--- src/verilog/gys_pkg.sv ---
`default_nettype none
package gys_pkg;
    // Frame layout
    localparam int INSTR_BITS = 8;
    localparam logic [7:0] CMD_READ_RATE = 8'h50;
    localparam logic [7:0] CMD_READ_TEMP = 8'h54;
    localparam logic [7:0] CMD_ADV_A = 8'h58;
    localparam logic [7:0] CMD_ADV_B = 8'h78;
    localparam logic [7:0] CMD_ADV_C = 8'h7c;
    localparam logic [3:0] ARG_BYTES_2 = 4'h2;
    localparam logic [3:0] ARG_BYTES_4 = 4'h4;
    localparam logic [3:0] ARG_BYTES_8 = 4'h8;
    // Field positions in the rate and temperature words
    localparam int RATE_LSB = 8;
    localparam int READY_BIT = 7;
    localparam int SELFTEST_BIT = 6;
    localparam int TEMP_LSB = 4;
    // Reset values
    localparam logic [31:0] WORD_RESET = 32'h0000_0000;
    localparam logic [7:0] BYTE_RESET = 8'h00;

    // One sample handed from the sensor core into the port
    typedef struct packed {
        logic [23:0] rate;
        logic [11:0] temp;
    } gys_sample_s;
endpackage
`default_nettype wire

--- src/verilog/gys_spi_port.sv ---
`timescale 1ns/1ps
`default_nettype none
// How it works
// - The port is a serial slave in mode zero only, clock idling low.
// - The data-out pin is released whenever select is high.
// - The port works only while the active-high enable input is high.
// - A low calibration reset pin asks the core to reload calibration.
// - The self-test output is one while the sensor is fine and enable is high, low on a fault or in power down.
// - The port reacts to serial traffic only while select is low.
// - A frame is one instruction byte then 2, 4 or 8 argument bytes.
// - The ready flag in the rate word rises on a new sample and stays until read.
// - Enable low puts the device in power down.
module gys_spi_port #(
    parameter int DEPTH = 2
) (
    input wire logic clock,
    input wire logic rst,
    input wire logic sclk,
    input wire logic ssel_n,
    input wire logic mosi,
    output logic miso_o,
    output logic miso_oe,
    input wire logic enable,
    input wire logic calibration_reload_reset_n,
    input wire logic drive_ok,
    input wire gys_pkg::gys_sample_s sample,
    input wire logic sample_valid,
    output logic sample_ready,
    output logic self_test_ok,
    output logic calib_reload,
    output logic power_down,
    output logic [7:0] instr,
    output logic instr_valid
);
    // Two-flop synchronisers for all pins
    logic [1:0] s_sclk, s_ssel, s_mosi, s_en, s_rst;
    logic sclk_d;
    always_ff @(posedge clock or posedge rst) begin
        if (rst) begin
            s_sclk <= 2'h0;
            s_ssel <= 2'h3;
            s_mosi <= 2'h0;
            s_en <= 2'h0;
            s_rst <= 2'h3;
            sclk_d <= 1'b0;
        end else begin
            s_sclk <= {s_sclk[0], sclk};
            s_ssel <= {s_ssel[0], ssel_n};
            s_mosi <= {s_mosi[0], mosi};
            s_en <= {s_en[0], enable};
            s_rst <= {s_rst[0], calibration_reload_reset_n};
            sclk_d <= s_sclk[1];
        end
    end
    logic sel, rise, fall, en;
    assign en = s_en[1];
    assign sel = ~s_ssel[1] & en;
    assign rise = s_sclk[1] & ~sclk_d;
    assign fall = ~s_sclk[1] & sclk_d;
    assign power_down = ~en;
    assign calib_reload = ~s_rst[1];
    assign self_test_ok = drive_ok & en;

    // Two-entry sample buffer; the core stalls when both slots hold unread samples
    gys_pkg::gys_sample_s buf_q [DEPTH];
    logic [1:0] cnt, next_cnt;
    logic rd_ptr, next_rd_ptr, wr_ptr, next_wr_ptr;
    logic pop;
    assign sample_ready = (cnt != 2'(DEPTH));
    always_comb begin
        next_cnt = cnt;
        next_rd_ptr = rd_ptr;
        next_wr_ptr = wr_ptr;
        if (sample_valid && sample_ready) begin
            next_wr_ptr = ~wr_ptr;
        end
        if (pop && cnt != 2'h0) begin
            next_rd_ptr = ~rd_ptr;
        end
        next_cnt = cnt + 2'(sample_valid && sample_ready) - 2'(pop && cnt != 2'h0);
    end
    always_ff @(posedge clock or posedge rst) begin
        if (rst) begin
            cnt <= 2'h0;
            rd_ptr <= 1'b0;
            wr_ptr <= 1'b0;
        end else begin
            cnt <= next_cnt;
            rd_ptr <= next_rd_ptr;
            wr_ptr <= next_wr_ptr;
        end
    end
    always_ff @(posedge clock) begin
        if (sample_valid && sample_ready) begin
            buf_q[wr_ptr] <= sample;
        end
    end

    // Oldest unread sample presented; ready flag is high while an unread sample waits
    gys_pkg::gys_sample_s head;
    logic ready_flag;
    assign head = buf_q[rd_ptr];
    assign ready_flag = (cnt != 2'h0);

    function automatic logic [3:0] arg_len(input logic [7:0] c);
        case (c)
            gys_pkg::CMD_READ_TEMP, gys_pkg::CMD_ADV_C: arg_len = gys_pkg::ARG_BYTES_2;
            gys_pkg::CMD_ADV_B: arg_len = gys_pkg::ARG_BYTES_8;
            default: arg_len = gys_pkg::ARG_BYTES_4;
        endcase
    endfunction

    // Serial frame engine
    typedef enum logic [1:0] {FR_IDLE, FR_INSTR, FR_ARG} gys_state_e;
    gys_state_e state, next_state;
    logic [2:0] bitc, next_bitc;
    logic [6:0] argbits, next_argbits;
    logic [7:0] shin, next_shin;
    logic [31:0] shout, next_shout;
    logic [7:0] next_instr;
    logic next_instr_valid, next_miso;
    always_comb begin
        next_state = state;
        next_bitc = bitc;
        next_argbits = argbits;
        next_shin = shin;
        next_shout = shout;
        next_instr = instr;
        next_instr_valid = 1'b0;
        next_miso = miso_o;
        pop = 1'b0;
        if (!sel) begin
            next_state = FR_IDLE;
            next_bitc = 3'h0;
            next_miso = 1'b0;
        end else begin
            case (state)
                FR_IDLE: begin
                    next_state = FR_INSTR;
                    next_bitc = 3'h0;
                end
                FR_INSTR: begin
                    if (rise) begin
                        next_shin = {shin[6:0], s_mosi[1]};
                        next_bitc = bitc + 3'h1;
                        if (bitc == 3'h7) begin
                            next_instr = {shin[6:0], s_mosi[1]};
                            next_instr_valid = 1'b1;
                            next_argbits = 7'({arg_len(next_instr), 3'h0});
                            next_state = FR_ARG;
                            if (next_instr == gys_pkg::CMD_READ_RATE) begin
                                next_shout = {head.rate, ready_flag, self_test_ok, 6'h00};
                                pop = 1'b1;
                            end else if (next_instr == gys_pkg::CMD_READ_TEMP) begin
                                next_shout = {head.temp, 4'h0, 16'h0000};
                            end else begin
                                next_shout = gys_pkg::WORD_RESET;
                            end
                        end
                    end
                end
                FR_ARG: begin
                    if (fall && argbits != 7'h00) begin
                        next_miso = shout[31];
                        next_shout = {shout[30:0], 1'b0};
                    end
                    if (rise && argbits != 7'h00) begin
                        next_argbits = argbits - 7'h01;
                        if (argbits == 7'h01) begin
                            next_state = FR_INSTR;
                            next_bitc = 3'h0;
                        end
                    end
                end
                default: next_state = FR_IDLE;
            endcase
        end
    end
    always_ff @(posedge clock or posedge rst) begin
        if (rst) begin
            state <= FR_IDLE;
            bitc <= 3'h0;
            argbits <= 7'h00;
            shin <= gys_pkg::BYTE_RESET;
            shout <= gys_pkg::WORD_RESET;
            instr <= gys_pkg::BYTE_RESET;
            instr_valid <= 1'b0;
            miso_o <= 1'b0;
        end else begin
            state <= next_state;
            bitc <= next_bitc;
            argbits <= next_argbits;
            shin <= next_shin;
            shout <= next_shout;
            instr <= next_instr;
            instr_valid <= next_instr_valid;
            miso_o <= next_miso;
        end
    end
    assign miso_oe = sel && state == FR_ARG;
endmodule
`default_nettype wire

--- config.mk ---
export PLATFORM = sky130hd
export DESIGN_NAME = gys_spi_port
export DESIGN_NICKNAME = d
export VERILOG_FILES = /design/src/verilog/gys_pkg.sv /design/src/verilog/gys_spi_port.sv
export SDC_FILE = /design/constraint.sdc
export NUM_CORES = 1
export LEC_CHECK = 0
export BUFFER_PORTS_ARGS = -buffer_cell sky130_fd_sc_hd__buf_2
export CORE_UTILIZATION = 35
export CTS_CLUSTER_SIZE = 10
export DETAILED_ROUTE_END_ITERATION = 10
export GPL_TIMING_DRIVEN = 0
export MAX_ROUTING_LAYER = met4
export PLACE_DENSITY = 0.59
export RECOVER_POWER = 100
export SLEW_MARGIN = 0
export SYNTH_ARGS = -nofsm -noshare
export SYNTH_HDL_FRONTEND = slang
export SYNTH_SLANG_ARGS = --single-unit
--- constraint.sdc ---
create_clock -name clock -period 6.3 [get_ports clock]
set_clock_uncertainty 0.2 [all_clocks]
set_input_delay 0.315 -clock clock [delete_from_list [all_inputs] [get_ports clock]]
set_output_delay 0.315 -clock clock [all_outputs]
set_load 0.02 [all_outputs]
# Yosys cells after proc, flatten, opt, wreduce, memory -nomap -nowiden
# Memory sizes are Yosys's and may differ from the RTL's.
# Cells that the tools add are included.
[totals] register_bits=76 mem_bits_rw=72 input_bits=45 out_inout_bits=15 mem_count=1
[classes] add_sub_neg=4 eq_ne=20 mux=36 bitwise_logic=11 reduce_logical=17
[memory_table] name="buf_q" words=2 word_bits=36 rd=1 rd_ports_with_merged_regs=0 wr=1 line="gys_spi_port.sv:65" rtl="gys_pkg::gys_sample_s buf_q [DEPTH];"
[ops] operator="2-to-1 mux 32 bit" count=5
[ops] operator="case mux 32 bit (2 select lines)" count=1
[ops] operator="equality test 8 x 7 -> 1 bit, second input constant" count=4
[ops] operator="2-to-1 mux 7 bit" count=3
[ops] operator="2-to-1 mux 1 bit" count=14
[ops] operator="case mux 7 bit (2 select lines)" count=1
[ops] operator="2-to-1 mux 3 bit" count=4
[ops] operator="!= test 3 bit, second input constant" count=4
[ops] operator="AND reduction 4 bit" count=3
[ops] operator="2-to-1 mux 2 bit" count=5
[ops] operator="!= test 2 bit, second input constant" count=5
[ops] operator="AND reduction 5 bit" count=2
[ops] operator="case mux 3 bit (3 select lines)" count=1
[ops] operator="case mux 4 bit (2 select lines)" count=1
[ops] operator="equality test 7 x 1 -> 1 bit, second input constant" count=1
[ops] operator="inverter 1 bit" count=7
[ops] operator="nonzero test 7 bit" count=1
[ops] operator="subtractor 7 x 1 -> 7 bit, second input constant" count=1
[ops] operator="case mux 2 bit (3 select lines)" count=1
[ops] operator="logical AND 1 bit" count=5
[ops] operator="AND 1 bit" count=4
[ops] operator="!= test 2 x 1 -> 1 bit, second input constant" count=2
[ops] operator="!= test 4 x 1 -> 1 bit, second input constant" count=1
[ops] operator="nonzero test 2 bit" count=2
[ops] operator="10 further kinds" count=10

# Logic depth before layout (Yosys ltp)
[logic_depth] ltp_word=8 ltp_mapped=11 ltp_nobuf=10

# Worst setup path after synthesis
# No wires, ideal clock.
[synth_timing] path_kind="register to register" startpoint="register cnt[1]" endpoint="memory buf_q[0][0] in the netlist's numbering, enable pin" setup_time_ns=0.429 arrival_ns=2.284 slack_ns=3.386 stages_incl_launch_ff=4 n_path_buf=0 period_less_slack_ns=2.914 path_cell_list="dfrtp_1 > nand2b_1 > nand2_1 > nor2_1"
[synth_between] elab_chain_cells=4
[synth_rtl] element="start: declaration" line="gys_spi_port.sv:66" rtl="logic [1:0] cnt, next_cnt;"
[synth_rtl] element="start signal: assignment" line="gys_spi_port.sv:88" rtl="cnt <= next_cnt;"
[synth_rtl] element="!= test 2 bit" line="gys_spi_port.sv:69" rtl="assign sample_ready = (cnt != 2'(DEPTH));"
[synth_rtl] element="named net sample_ready" line="gys_spi_port.sv:28" rtl="output logic sample_ready,"
[synth_rtl] element="logical AND 1 bit" line="gys_spi_port.sv:94" rtl="if (sample_valid && sample_ready) begin"
[synth_rtl] element="2-to-1 mux 1 bit" line="gys_spi_port.sv:94"
[synth_rtl] element="2-to-1 mux 1 bit (implied by the code)" line="gys_spi_port.sv:95" rtl="buf_q[wr_ptr] <= sample;"
[synth_rtl] element="end: declaration" line="gys_spi_port.sv:65"
# The timed path passes the listed nets, and every way through them passes these cells.

# Worst setup path in the final report
[layout_timing] startpoint="register cnt[1]" endpoint="memory buf_q[0][35] in the netlist's numbering, enable pin"
[layout_between] elab_chain_cells=4
[layout_rtl] element="!= test 2 bit" line="gys_spi_port.sv:69"
[layout_rtl] element="logical AND 1 bit" line="gys_spi_port.sv:94"
[layout_rtl] element="2-to-1 mux 1 bit" line="gys_spi_port.sv:94"
[layout_rtl] element="2-to-1 mux 1 bit (implied by the code)" line="gys_spi_port.sv:95"
# No other way between the ends.

==> impl_metrics.csv <==
group,metric,value,unit
logic_synthesis,ys.flop_type,"edfxtp_1",
cts,root_buffer,"clkbuf_16",
logic_synthesis,syn_nets,438,
worst_setup_path,crit_fanout,19,
routing,dr.max_layer_used,"met4",
worst_setup_path,cp.required,6.13,ns
routing,drc_errors,0,
hold_path,min_to,"wr_ptr",
routing,met1Wirelength,5295,um
place,dp.cells,668,
routing,wirelength,11730,um
hold_path,worstHoldPathType,"in2reg",
worst_setup_path,end_kind,"register",
logic_synthesis,ys_seq_area_share,65.92,%
die,fp.coreArea,0.01658,mm2
logic_synthesis,ys_types,53,
routing,wl_per_cell,15.81,um
grt,grtUsageTotal,15.00,%
sta,timing.final.crit_period,3.279,ns
worst_setup_path,crit_path_max_incr_delay,1.08,ns
logic_synthesis,synthTopCellsByArea,"edfxtp_1 (36%), dfrtp_1 (28%), mux2i_1 (6.2%), mux2_4 (5.1%), mux2_2 (4.4%)",
worst_setup_path,cp-start-kind,"register",
logic_synthesis,syn-instance-count,387,
sta,grt_setup_unrepaired,"no",
sta,max_freq,304.9,MHz
grt,grt_pass1_vias,3836,
finish,syn2layout_area_growth,23.24,%
job,maxCapViolCount,2,
worst_setup_path,r2r_cells,4,
logic_synthesis,synth-warning-count,0,
worst_setup_path,crit_arrival,3.11,ns
worst_setup_path,r2r_slack,3.02,ns
worst_setup_path,r2r-start,"cnt[1]",
finish,nFillCells,1553,
grt,grt_overflow_total,0,
cts,holdBufCountCts,42,
grt,grt_pass1_wl,19580,um
power_and_ir_drop,peakVddDrop,0.1933,mV
logic_synthesis,synth_edf_count,72,
grt,antenna_found_initial,0,
place,hpwl,7511,um
logic_synthesis,syn_area_per_cell,15.36,um2
run_status,outcome,"complete, but fails checks",
cts,cts_setup_buffers,0,
cts,cts_buffers,17,
sta,tightest_slew,3.126,ns
cts,cts_sinks,142,
worst_setup_path,path_class,"reg2reg",
worst_setup_path,reg2reg_to,"buf_q[0][35]",
run_status,violations,"max-capacitance violations, max-slew violations",
die,dieArea,0.01751,mm2
worst_setup_path,path_cells,"nand2b_1 -> nand2_1 -> nor2_1 -> clkbuf_1",
logic_synthesis,yosysTopAreaCellShare,36.37,%
routing,dr_wl_met3,399,um
hold_path,worst_hold_path.num_cells,3,
sta,tns,0,ns
die,die-height,132.3,um
worst_setup_path,crit_path_top_delay_cell,"nor2_1",
finish,drive_gt1_share,17.62,%
routing,drtPass1Iterations,4,
logic_synthesis,async_reset_ff_share,49.30,%
cts,ctsResizeCount,0,
sta,max_slew_margin,-109.5,%
routing,vias_per_cell,4.786,
power_and_ir_drop,p_leak,2.892,nW
sta,drv_slew,108,
die,fp-row-count,47,
die,start_util,35.85,%
routing,ant_nets,0,
cts,cts_tree,"done",
hold_path,hp-start,"sample_valid",
power_and_ir_drop,power_density,321.0,mW/mm2
finish,nNetsFinal,560,
cts,cts_buffer_depth,2,
finish,antenna_cells,0,
sta,setup_viol,0,
cts,clkLatencyLatePin,0.42,ns
cts,clk_pin_slew,0.06,ns
routing,vias,3551,
finish,final_cells,742,
place,gp_congestion,0.8046,
die,fp.dieW,132.3,um
logic_synthesis,synth_largest_area_cell,"edfxtp_1",
finish,utilization,44.18,%
die,io_pins,60,
place,numPortBuffers,59,
sta,fin_crit_sh,52.06,%
routing,drt_iter0_drc,155,
routing,routed-wl-met2,5810,um
logic_synthesis,synth_area,0.005944,mm2
grt,grt_max_degree,71,
sta,hold_viol_final,0,
logic_synthesis,ys_ff_latch,142,
cts,htreeDepth,4,
-- power by group --
part / internal, mW / leakage, nW / switching [mW]
registers: 1.13 / 1.61 / 0.0356
logic: 0.0743 / 1.01 / 0.140
clock network: 0.584 / 0.272 / 0.391
total: 1.79 / 2.89 / 0.566
-- registers in the layout (all words and copies together), names as in the netlist, 3 cells and up --
name     count
shout       26
bitc         3
buf_q       72
shin         7
argbits      7
instr        8
-- cell type report --
class	count	area, um2	share of cell area, %
Multi-Input combinational cell	220	1779	24.29
Buffer	17	77.57	1.059
Tap cell	220	275.3	3.757
Clock buffer	19	432.9	5.909
Timing Repair Buffer	103	670.6	9.155
Inverter	8	31.28	0.4270
Sequential cell	142	3919	53.49
Clock inverter	13	140.1	1.913
-- critical path: cells and delay by family, from the launching register on --
family,cells,cell delay (ns)
AND/OR/NAND/NOR,3,1.31
buffers and inverters,1,0.96
flip-flops,1,0.40
-- metal layers --
layer	up-vias	global-route usage (%)
li1	1702	-
met1	1749	18.03
met2	81	24.06
met3	19	3.499
met4	0	6.577
met5	-	-
-- synth_stat cells, types with 2 or more instances --
cell      instances
nor3b_1           2
or4_4             2
a22o_1           15
edfxtp_1         72
clkbuf_1          6
a21oi_1           8
mux2_4           20
o22ai_1          12
inv_1             8
o21ai_1          13
ha_1              6
buf_8             2
buf_2             6
xnor2_1           4
dfrtp_1          66
nor2b_1           2
mux2_2           23
o21ai_0           5
and2b_2           2
nor2_1           10
mux2i_1          37
or3b_2            2
a31oi_1           2
nor4_1            2
nand2_1          19
nand3_1           2
nand2b_1          4
dfstp_2           4
o21a_1            3
nor3_1            5
-- worst max-delay path by stage --
stage             from            to  slack (ns)  cells past startpoint
5_1_grt         cnt[1]  buf_q[0][21]        2.53                      4
3_3_place_gp    cnt[1]   buf_q[0][0]        2.52                      3
4_1_cts        shin[1]        cnt[1]        3.39                      8
3_5_place_dp   shin[1]        cnt[1]        3.41                      8
2_1_floorplan   cnt[1]   buf_q[0][0]        3.39                      3
6_report        cnt[1]  buf_q[0][35]        3.02                      4
-- layout by cell type, fill, tap and decap left out, drive strengths merged, types with 3 or more instances in the layout --
master / instances
a21oi: 9
a22o: 15
and2b: 3
buf: 22
clkbuf: 75
clkinv: 5
clkinvlp: 4
dfrtp: 66
dfstp: 4
dlygate4sd3: 42
edfxtp: 72
ha: 6
inv: 10
mux2: 43
mux2i: 37
nand2: 19
nand2b: 4
nor2: 10
nor3: 5
o21a: 3
o21ai: 18
o22ai: 12
xnor2: 4
-- through the flow --
| stage | area, um2 | setup slack [ns] | power [mW] | hold slack [ns] |
|---|---|---|---|---|
| 2_1_floorplan | 5944 | 3.386 | 1.298 | 0.1195 |
| 3_3_place_gp | 6515 | 2.525 | 1.377 | 0.1347 |
| 3_5_place_dp | 6574 | 3.407 | 1.410 | 0.1358 |
| 4_1_cts | 7567 | 3.393 | 2.405 | 0.06715 |
| 5_1_grt | 7326 | 2.533 | 2.447 | 0.04882 |
| 6_report | 7326 | 3.021 | 2.352 | 0.02247 |
-- cell families (layout without fill, tap and decap cells) --
group	after synthesis	after routing	share of synthesized area, %
buffers and inverters	25	160	2.463
AO/OA/AOI/OAI	66	66	7.725
XOR/XNOR	5	5	0.7367
multiplexers	80	80	15.64
adder cells (fa/ha/maj)	6	6	1.263
flip-flops	142	142	65.92
AND/OR/NAND/NOR	63	63	6.251
No activity file was read; power rests on OpenSTA's default activity.
